===== src/common/pls_pkg.sv =====
// Summary of operation
// RL1: The link capability word reports a fixed maximum link speed code of 2.5 Gb/s in bits 3:0.
// RL2: The link capability word reports the maximum link width in bits 9:4, resetting to x1.
// RL3: The link capability word advertises ASPM support in bits 11:10 as both L0s and L1.
// RL4: The ASPM control field in link control bits 1:0 is writable and resets to disabled.
// RL5: The read completion boundary bit 3 of link control always reads zero.
// RL6: Link disable and retrain are read-only in forward mode, writable in reverse mode.
// RL7: The link status speed field in bits 19:16 reports the 2.5 Gb/s code.
// RL8: The slot hot-plug capability bits are one only with hot-plug strapped on in reverse mode.
// RL9: Reserved bits read as zero and writes to read-only fields are ignored.
`default_nettype none
package pls_pkg;
    // Register bus
    localparam int AXI_AW = 8;
    localparam logic [7:0] OFF_LINK_CAP = 8'hbc;
    localparam logic [7:0] OFF_LINK_CTRL = 8'hc0;
    localparam logic [7:0] OFF_SLOT_CAP = 8'hc4;
    localparam logic [1:0] RESP_OKAY = 2'h0;
    localparam logic [1:0] RESP_SLVERR = 2'h2;
    // Fixed values and reset values
    localparam logic [3:0] SPEED_2G5 = 4'h1;
    localparam logic [5:0] WIDTH_X1 = 6'h01;
    localparam logic [1:0] ASPM_SUP_BOTH = 2'h3;
    localparam logic [1:0] ASPM_CTRL_RST = 2'h0;
    localparam logic [2:0] L0S_EXIT_LAT = 3'h3;
    localparam logic [2:0] L1_EXIT_LAT = 3'h0;
    localparam logic [7:0] PORT_NUM_RST = 8'h00;
    localparam logic SLOT_CLK_CFG = 1'h1;
    // Link capability field positions
    localparam int CAP_SPEED_LSB = 0;
    localparam int CAP_WIDTH_LSB = 4;
    localparam int CAP_ASPM_LSB = 10;
    localparam int CAP_L0S_LSB = 12;
    localparam int CAP_L1_LSB = 15;
    localparam int CAP_PORT_LSB = 24;
    // Link control and status field positions
    localparam int CTRL_ASPM_LSB = 0;
    localparam int CTRL_RCB_BIT = 3;
    localparam int CTRL_DIS_BIT = 4;
    localparam int CTRL_RETRAIN_BIT = 5;
    localparam int CTRL_CC_BIT = 6;
    localparam int CTRL_ES_BIT = 7;
    localparam int STS_SPEED_LSB = 16;
    localparam int STS_WIDTH_LSB = 20;
    localparam int STS_TERR_BIT = 26;
    localparam int STS_TRAIN_BIT = 27;
    localparam int STS_SCC_BIT = 28;
    // Slot capability field positions
    localparam int SLOT_ATTN_BTN_BIT = 0;
    localparam int SLOT_PWR_CTL_BIT = 1;
    localparam int SLOT_MRL_BIT = 2;
    localparam int SLOT_ATTN_IND_BIT = 3;
    localparam int SLOT_PWR_IND_BIT = 4;
    localparam int SLOT_HP_CAP_BIT = 6;
endpackage : pls_pkg
`default_nettype wire


===== src/logic/pls_regs.sv =====
`default_nettype none
module pls_regs
    import pls_pkg::*;
#(
    parameter logic [5:0] MAX_WIDTH = WIDTH_X1,
    parameter logic [7:0] PORT_NUM = PORT_NUM_RST
)
(
    input wire logic i_core_clk,
    input wire logic i_rst,
    // Straps and link partner state
    input wire logic i_reverse_strap,
    input wire logic i_hotplug_strap,
    input wire logic [5:0] i_neg_width,
    input wire logic i_training,
    input wire logic i_train_err,
    // AXI4-Lite slave
    input wire logic i_awvalid,
    input wire logic [AXI_AW-1:0] i_awaddr,
    output logic o_awready,
    input wire logic i_wvalid,
    input wire logic [31:0] i_wdata,
    input wire logic [3:0] i_wstrb,
    output logic o_wready,
    output logic o_bvalid,
    output logic [1:0] o_bresp,
    input wire logic i_bready,
    input wire logic i_arvalid,
    input wire logic [AXI_AW-1:0] i_araddr,
    output logic o_arready,
    output logic o_rvalid,
    output logic [31:0] o_rdata,
    output logic [1:0] o_rresp,
    input wire logic i_rready,
    // Link control settings
    output logic [1:0] o_aspm_ctrl,
    output logic o_link_disable,
    output logic o_retrain,
    output logic o_common_clock,
    output logic o_ext_sync,
    output logic o_reverse_mode
);
    typedef struct packed {
        logic awready;
        logic [AXI_AW-1:0] awaddr;
        logic wready;
        logic [7:0] wdata;
        logic wstrb0;
        logic bvalid;
        logic [1:0] bresp;
        logic arready;
        logic rvalid;
        logic [31:0] rdata;
        logic [1:0] rresp;
        logic [1:0] aspm;
        logic ldis;
        logic retrain;
        logic cc;
        logic es;
        logic rev;
    } pls_regs_t;
    pls_regs_t st, next_st;

    logic strap_rev;
    logic strap_hp;
    logic strap_valid;
    logic [5:0] mon_width;
    logic mon_training;
    logic mon_terr;
    logic hp_en;
    logic wr_go;
    logic rd_take;

    // Straps taken after reset release
    pls_strap_cap u_strap (
        .i_core_clk(i_core_clk),
        .i_rst(i_rst),
        .i_reverse_strap(i_reverse_strap),
        .i_hotplug_strap(i_hotplug_strap),
        .o_reverse(strap_rev),
        .o_hotplug(strap_hp),
        .o_valid(strap_valid)
    );

    // Link partner status snapshot
    pls_link_mon u_mon (
        .i_core_clk(i_core_clk),
        .i_rst(i_rst),
        .i_neg_width(i_neg_width),
        .i_training(i_training),
        .i_train_err(i_train_err),
        .o_neg_width(mon_width),
        .o_training(mon_training),
        .o_train_err(mon_terr)
    );

    // Hot-plug only counts in reverse mode
    assign hp_en = strap_hp & strap_rev & strap_valid; // [RL8]

    // Word-aligned address match
    function automatic logic is_reg(input logic [AXI_AW-1:0] a,
                                    input logic [AXI_AW-1:0] off);
        return {a[AXI_AW-1:2], 2'b00} == off;
    endfunction

    function automatic logic mapped(input logic [AXI_AW-1:0] a);
        return is_reg(a, OFF_LINK_CAP) | is_reg(a, OFF_LINK_CTRL) |
               is_reg(a, OFF_SLOT_CAP);
    endfunction

    // Read word assembly, unlisted bits stay zero
    function automatic logic [31:0] rd_word(input logic [AXI_AW-1:0] a);
        logic [31:0] w;
        w = '0; // [RL9]
        if (is_reg(a, OFF_LINK_CAP)) begin
            w[CAP_SPEED_LSB +: 4] = SPEED_2G5; // [RL1]
            w[CAP_WIDTH_LSB +: 6] = MAX_WIDTH; // [RL2]
            w[CAP_ASPM_LSB +: 2] = ASPM_SUP_BOTH; // [RL3]
            w[CAP_L0S_LSB +: 3] = L0S_EXIT_LAT;
            w[CAP_L1_LSB +: 3] = L1_EXIT_LAT;
            w[CAP_PORT_LSB +: 8] = PORT_NUM;
        end else if (is_reg(a, OFF_LINK_CTRL)) begin
            w[CTRL_ASPM_LSB +: 2] = st.aspm;
            w[CTRL_RCB_BIT] = 1'b0; // [RL5]
            w[CTRL_DIS_BIT] = st.ldis;
            w[CTRL_RETRAIN_BIT] = st.retrain;
            w[CTRL_CC_BIT] = st.cc;
            w[CTRL_ES_BIT] = st.es;
            w[STS_SPEED_LSB +: 4] = SPEED_2G5; // [RL7]
            w[STS_WIDTH_LSB +: 6] = mon_width;
            w[STS_TERR_BIT] = mon_terr;
            w[STS_TRAIN_BIT] = mon_training;
            w[STS_SCC_BIT] = SLOT_CLK_CFG;
        end else if (is_reg(a, OFF_SLOT_CAP)) begin
            w[SLOT_ATTN_BTN_BIT] = hp_en; // [RL8]
            w[SLOT_PWR_CTL_BIT] = 1'b0;
            w[SLOT_MRL_BIT] = hp_en;
            w[SLOT_ATTN_IND_BIT] = hp_en;
            w[SLOT_PWR_IND_BIT] = hp_en;
            w[SLOT_HP_CAP_BIT] = hp_en;
        end
        return w;
    endfunction

    // Both write halves held and no response pending
    assign wr_go = !st.awready && !st.wready && !st.bvalid;
    assign rd_take = i_arvalid && st.arready;

    // Bus handshakes and register updates
    always_comb begin
        next_st = st;
        next_st.rev = strap_rev;
        // Write address and data, taken in either order
        if (i_awvalid && st.awready) begin
            next_st.awready = 1'b0;
            next_st.awaddr = i_awaddr;
        end
        if (i_wvalid && st.wready) begin
            next_st.wready = 1'b0;
            next_st.wdata = i_wdata[7:0];
            next_st.wstrb0 = i_wstrb[0];
        end
        // Commit the write once both halves are held
        if (wr_go) begin
            next_st.bvalid = 1'b1;
            next_st.bresp = mapped(st.awaddr) ? RESP_OKAY : RESP_SLVERR;
            // Only link control holds writable bits
            if (is_reg(st.awaddr, OFF_LINK_CTRL) && st.wstrb0) begin // [RL9]
                next_st.aspm = st.wdata[CTRL_ASPM_LSB +: 2]; // [RL4]
                next_st.cc = st.wdata[CTRL_CC_BIT];
                next_st.es = st.wdata[CTRL_ES_BIT];
                if (strap_rev) begin // [RL6]
                    next_st.ldis = st.wdata[CTRL_DIS_BIT];
                    next_st.retrain = st.wdata[CTRL_RETRAIN_BIT];
                end
            end
        end
        // Write response retires, slave ready again
        if (st.bvalid && i_bready) begin
            next_st.bvalid = 1'b0;
            next_st.awready = 1'b1;
            next_st.wready = 1'b1;
        end
        // Read: data snapshot at address acceptance
        if (rd_take) begin
            next_st.arready = 1'b0;
            next_st.rvalid = 1'b1;
            next_st.rdata = rd_word(i_araddr);
            next_st.rresp = mapped(i_araddr) ? RESP_OKAY : RESP_SLVERR;
        end
        if (st.rvalid && i_rready) begin
            next_st.rvalid = 1'b0;
            next_st.arready = 1'b1;
        end
    end

    // State register with reset values
    always_ff @(posedge i_core_clk) begin
        if (i_rst) begin
            st <= '0;
            st.awready <= 1'b1;
            st.wready <= 1'b1;
            st.arready <= 1'b1;
            st.aspm <= ASPM_CTRL_RST; // [RL4]
        end else begin
            st <= next_st;
        end
    end

    // Outputs straight from the state register
    assign o_awready = st.awready;
    assign o_wready = st.wready;
    assign o_bvalid = st.bvalid;
    assign o_bresp = st.bresp;
    assign o_arready = st.arready;
    assign o_rvalid = st.rvalid;
    assign o_rdata = st.rdata;
    assign o_rresp = st.rresp;
    assign o_aspm_ctrl = st.aspm;
    assign o_link_disable = st.ldis;
    assign o_retrain = st.retrain;
    assign o_common_clock = st.cc;
    assign o_ext_sync = st.es;
    assign o_reverse_mode = st.rev;

    logic [1:0] w_aspm;
    logic w_dis;
    logic w_rt;
    assign w_aspm = st.wdata[CTRL_ASPM_LSB +: 2];
    assign w_dis = st.wdata[CTRL_DIS_BIT];
    assign w_rt = st.wdata[CTRL_RETRAIN_BIT];
endmodule : pls_regs
`default_nettype wire


===== src/logic/pls_strap_cap.sv =====
`default_nettype none
module pls_strap_cap
    import pls_pkg::*;
(
    input wire logic i_core_clk,
    input wire logic i_rst,
    input wire logic i_reverse_strap,
    input wire logic i_hotplug_strap,
    output logic o_reverse,
    output logic o_hotplug,
    output logic o_valid
);
    typedef struct packed {
        logic valid;
        logic reverse;
        logic hotplug;
    } pls_strap_t;
    pls_strap_t st, next_st;

    // Capture straps once, on the first edge after reset release
    always_comb begin
        next_st = st;
        if (!st.valid) begin
            next_st.valid = 1'b1;
            next_st.reverse = i_reverse_strap;
            next_st.hotplug = i_hotplug_strap;
        end
    end

    always_ff @(posedge i_core_clk) begin
        if (i_rst) begin
            st <= '0;
        end else begin
            st <= next_st;
        end
    end

    assign o_reverse = st.reverse;
    assign o_hotplug = st.hotplug;
    assign o_valid = st.valid;
endmodule : pls_strap_cap
`default_nettype wire


===== src/logic/pls_link_mon.sv =====
`default_nettype none
module pls_link_mon
    import pls_pkg::*;
(
    input wire logic i_core_clk,
    input wire logic i_rst,
    input wire logic [5:0] i_neg_width,
    input wire logic i_training,
    input wire logic i_train_err,
    output logic [5:0] o_neg_width,
    output logic o_training,
    output logic o_train_err
);
    typedef struct packed {
        logic [5:0] width;
        logic training;
        logic train_err;
    } pls_mon_t;
    pls_mon_t st, next_st;

    // Sample the link partner state each cycle
    always_comb begin
        next_st.width = i_neg_width;
        next_st.training = i_training;
        next_st.train_err = i_train_err;
    end

    always_ff @(posedge i_core_clk) begin
        if (i_rst) begin
            st <= '{width: WIDTH_X1, training: 1'b0, train_err: 1'b0};
        end else begin
            st <= next_st;
        end
    end

    assign o_neg_width = st.width;
    assign o_training = st.training;
    assign o_train_err = st.train_err;
endmodule : pls_link_mon
`default_nettype wire


===== config.mk =====
export PLATFORM = sky130hd
export DESIGN_NAME = pls_regs
export DESIGN_NICKNAME = d
export VERILOG_FILES = /design/src/common/pls_pkg.sv /design/src/logic/pls_regs.sv /design/src/logic/pls_strap_cap.sv /design/src/logic/pls_link_mon.sv
export SDC_FILE = /design/constraint.sdc
export NUM_CORES = 1
export LEC_CHECK = 0
export ABC_AREA = 0
export BUFFER_PORTS_ARGS = -buffer_cell sky130_fd_sc_hd__buf_2
export CORE_MARGIN = 2
export CORE_UTILIZATION = 49
export CTS_BUF_LIST = sky130_fd_sc_hd__clkbuf_16
export DETAILED_ROUTE_END_ITERATION = 10
export GPL_ROUTABILITY_DRIVEN = 0
export PLACE_DENSITY = 0.83
export RECOVER_POWER = 25
export SYNTH_ARGS = -nofsm -noshare
export SYNTH_HDL_FRONTEND = slang
export SYNTH_SLANG_ARGS = --single-unit

===== constraint.sdc =====
create_clock -name i_core_clk -period 1.92 [get_ports i_core_clk]
set_input_delay 0.192 -clock i_core_clk [delete_from_list [all_inputs] [get_ports i_core_clk]]
set_output_delay 0.192 -clock i_core_clk [all_outputs]
set_load 0.03 [all_outputs]

==> flow_summary.ini <==
[synthesis]
synth_edf_count = 0
synthTopCellsByCount = 55 x dfxtp_1, 38 x buf_4, 37 x nand2_1
syn_avg_cell_area_um2 = 9.02
yosys_warnings = 0
synth_top_area_cell = dfxtp_1
ys_types = 35
ys_ff_latch = 55
synthCells = 260
ys_seq_area_frac = 0.470
yosysMostFrequentCell = dfxtp_1
synth_top_area_frac = 0.470
syn-cell-area_um2 = 2340
ys.flop_type = dfxtp_1
async_reset_ff_frac = 0
synth_area_leaders = dfxtp_1 47%, buf_4 12%, nand2_1 5.9%

[clock_network]
cts_setup_buffers = 0
path_clk_slew_ns = 0.07
cts_resized = 0
numCtsBuffers = 5
htreeDepth = 2
cts.sinks = 55
cts_hold_buffers = 0
cts_buffer_depth = 2
cts_tree = yes
root_buffer = clkbuf_16
insertion_delay_ns = 0.29

[floorplan]
die_width_um = 73.2
start_util = 0.503
coreArea_um2 = 4660
row_count = 25
die_y_um = 73.2
dieArea_um2 = 5350
io_pins = 117

[sta]
final.setup.tns_ns = 0
setup_viol = 0
fmax_ghz = 0.639
skew_ns = 0.00593
max_slew.worst_pin.slew_ns = 1.37
timing.final.hold_violations = 0
maxSlewViolCount = 0
slew_headroom = 0.0882
rsz0062_at_grt = no
period_share = 0.816
min_period_ns = 1.57

[worst_setup_path]
cp-start-kind = input port
critPathMaxFanout = 31
slowest_stage = clkbuf_1
critPathBufInv = 2
worstSetupEndpointType = register
required_ns = 2.16
crit_family = buffers and inverters
cp_cell_sequence = clkbuf_1 -> clkbuf_2 -> or2_2
max_stage_delay_ns = 0.97
worst-setup-path-type = in2reg
cp_data_arrival_time_ns = 1.80

[route]
viasPerCell = 4.87
vias = 1733
drt_pass1_iterations = 4
drc = 0
drt_iter0_drc = 56
avgRoutedWirePerCell_um = 11.8
final_antenna_net_count = 0
wl_um = 4220

[cells_and_area]
fin_cells = 356
ff_latch_area_um2 = 1100
post_route_cells_drive_above_1_share = 0.308
syn2layout_area_growth_pct = 11.2
fillers = 456
final_core_util = 0.559
antenna_cells = 0
nNetsFinal = 370
multi_input_area_um2 = 905

[outcome]
status = complete, no violations

[power_and_ir_drop]
ir_drop_v = 0.000522
p_int_mw = 1.74
cellLeakagePower_nw = 1.17
comb_power_share = 0.100
pwr-share-clk = 0.372
p_per_area_nw_per_um2 = 883
switchingPower_uw = 564
switching_share = 0.245
power_frac_seq = 0.528

[global_routing]
grt_pass1_vias = 1546
grt_antenna_before_repair = 0
grt_usage = 0.168
grt_max_degree = 32
grt_overflow = 0
grt_pass1_wl_um = 6890

[placement]
place_inst = 348
portBuffers = 71
dp_hpwl_um = 3150

[min_path]
hp-class = in2reg

[flow_run]
max_cap_violations = 0
## sequential cells by signal (all words and copies together) (netlist names)
name	count
u_mon.o_neg_width	6
u_strap.o_reverse	1
o_wready	1
o_reverse_mode	1
o_arready	1
o_common_clock	1
o_bresp	1
o_rdata	17
o_bvalid	1
u_strap.o_valid	1
o_aspm_ctrl	2
o_link_disable	1
u_mon.o_train_err	1
st	13
o_ext_sync	1
o_retrain	1
o_rresp	1
u_strap.o_hotplug	1
o_awready	1
o_rvalid	1
u_mon.o_training	1
## metrics by stage
stage	hold WS, ns	power, mW	area (µm²)	setup WS [ns]
floorplan	0.296	1.43	2390	0.430
global placement	0.388	1.47	2480	0.416
detailed placement	0.387	1.47	2480	0.372
CTS	0.105	2.33	2620	0.374
global route	0.109	2.41	2610	0.164
finish	0.110	2.30	2610	0.354
## worst reg2reg max path, stage by stage (launching register included)
cell and delay [ns]:
dfxtp_1 0.33, nor4b_1 0.47, nand3_1 0.31, mux2i_1 0.22, nor2_1 0.05
## logic make-up after synthesis
logic type | count (synthesis) | synth area share
compound gates | 42 | 0.106
mux | 9 | 0.0390
flops | 55 | 0.470
simple gates | 96 | 0.221
other cells | 1 | 0.00160
buf+inv | 57 | 0.162
## path summary, 6_finish.rpt
| check | from | end | slack (ns) | cells past startpoint |
|---|---|---|---|---|
| min | i_neg_width[0] | u_mon.o_neg_width[0] | 0.11 | 2 |
| max | i_rst | u_mon.o_neg_width[0] | 0.35 | 3 |
| min reg2reg | u_mon.o_neg_width[3] | o_rdata[23] | 0.45 | 2 |
| max reg2reg | st[59] | o_aspm_ctrl[0] | 0.38 | 4 |
## routing by layer
layer	track usage	wire (µm)	up-vias
li1	-	-	903
met1	0.202	1790	777
met2	0.288	2120	49
met3	0.0442	251	4
met4	0.0617	51	0
met5	0	0	-
## layout by cell type, fill, tap and decap left out, types with 8 or more instances in the layout
cell type   n
clkbuf_1    8
dfxtp_1    55
nand2_1    37
mux2i_1     8
nor2b_1     8
conb_1     12
nand3_1    19
a21oi_1    25
buf_2      63
nor2_1     10
## power groups by stage
stage / sequential, mW / combinational (mW) / clock [mW]
after floorplan: 1.25 / 0.180 / 0
after global placement: 1.24 / 0.229 / 0
after detailed placement: 1.24 / 0.233 / 0
after CTS: 1.21 / 0.234 / 0.880
after global routing: 1.22 / 0.256 / 0.932
final: 1.21 / 0.230 / 0.855
## final cells by class
type	instances	share of cell area
repair buffers	75	0.143
flip-flops and latches	55	0.422
well taps	54	0.0259
clock inverters	3	0.00624
multi-input cells	159	0.347
inverters	5	0.00720
clock buffers	5	0.0480
No activity file was read; power rests on OpenSTA's default activity.
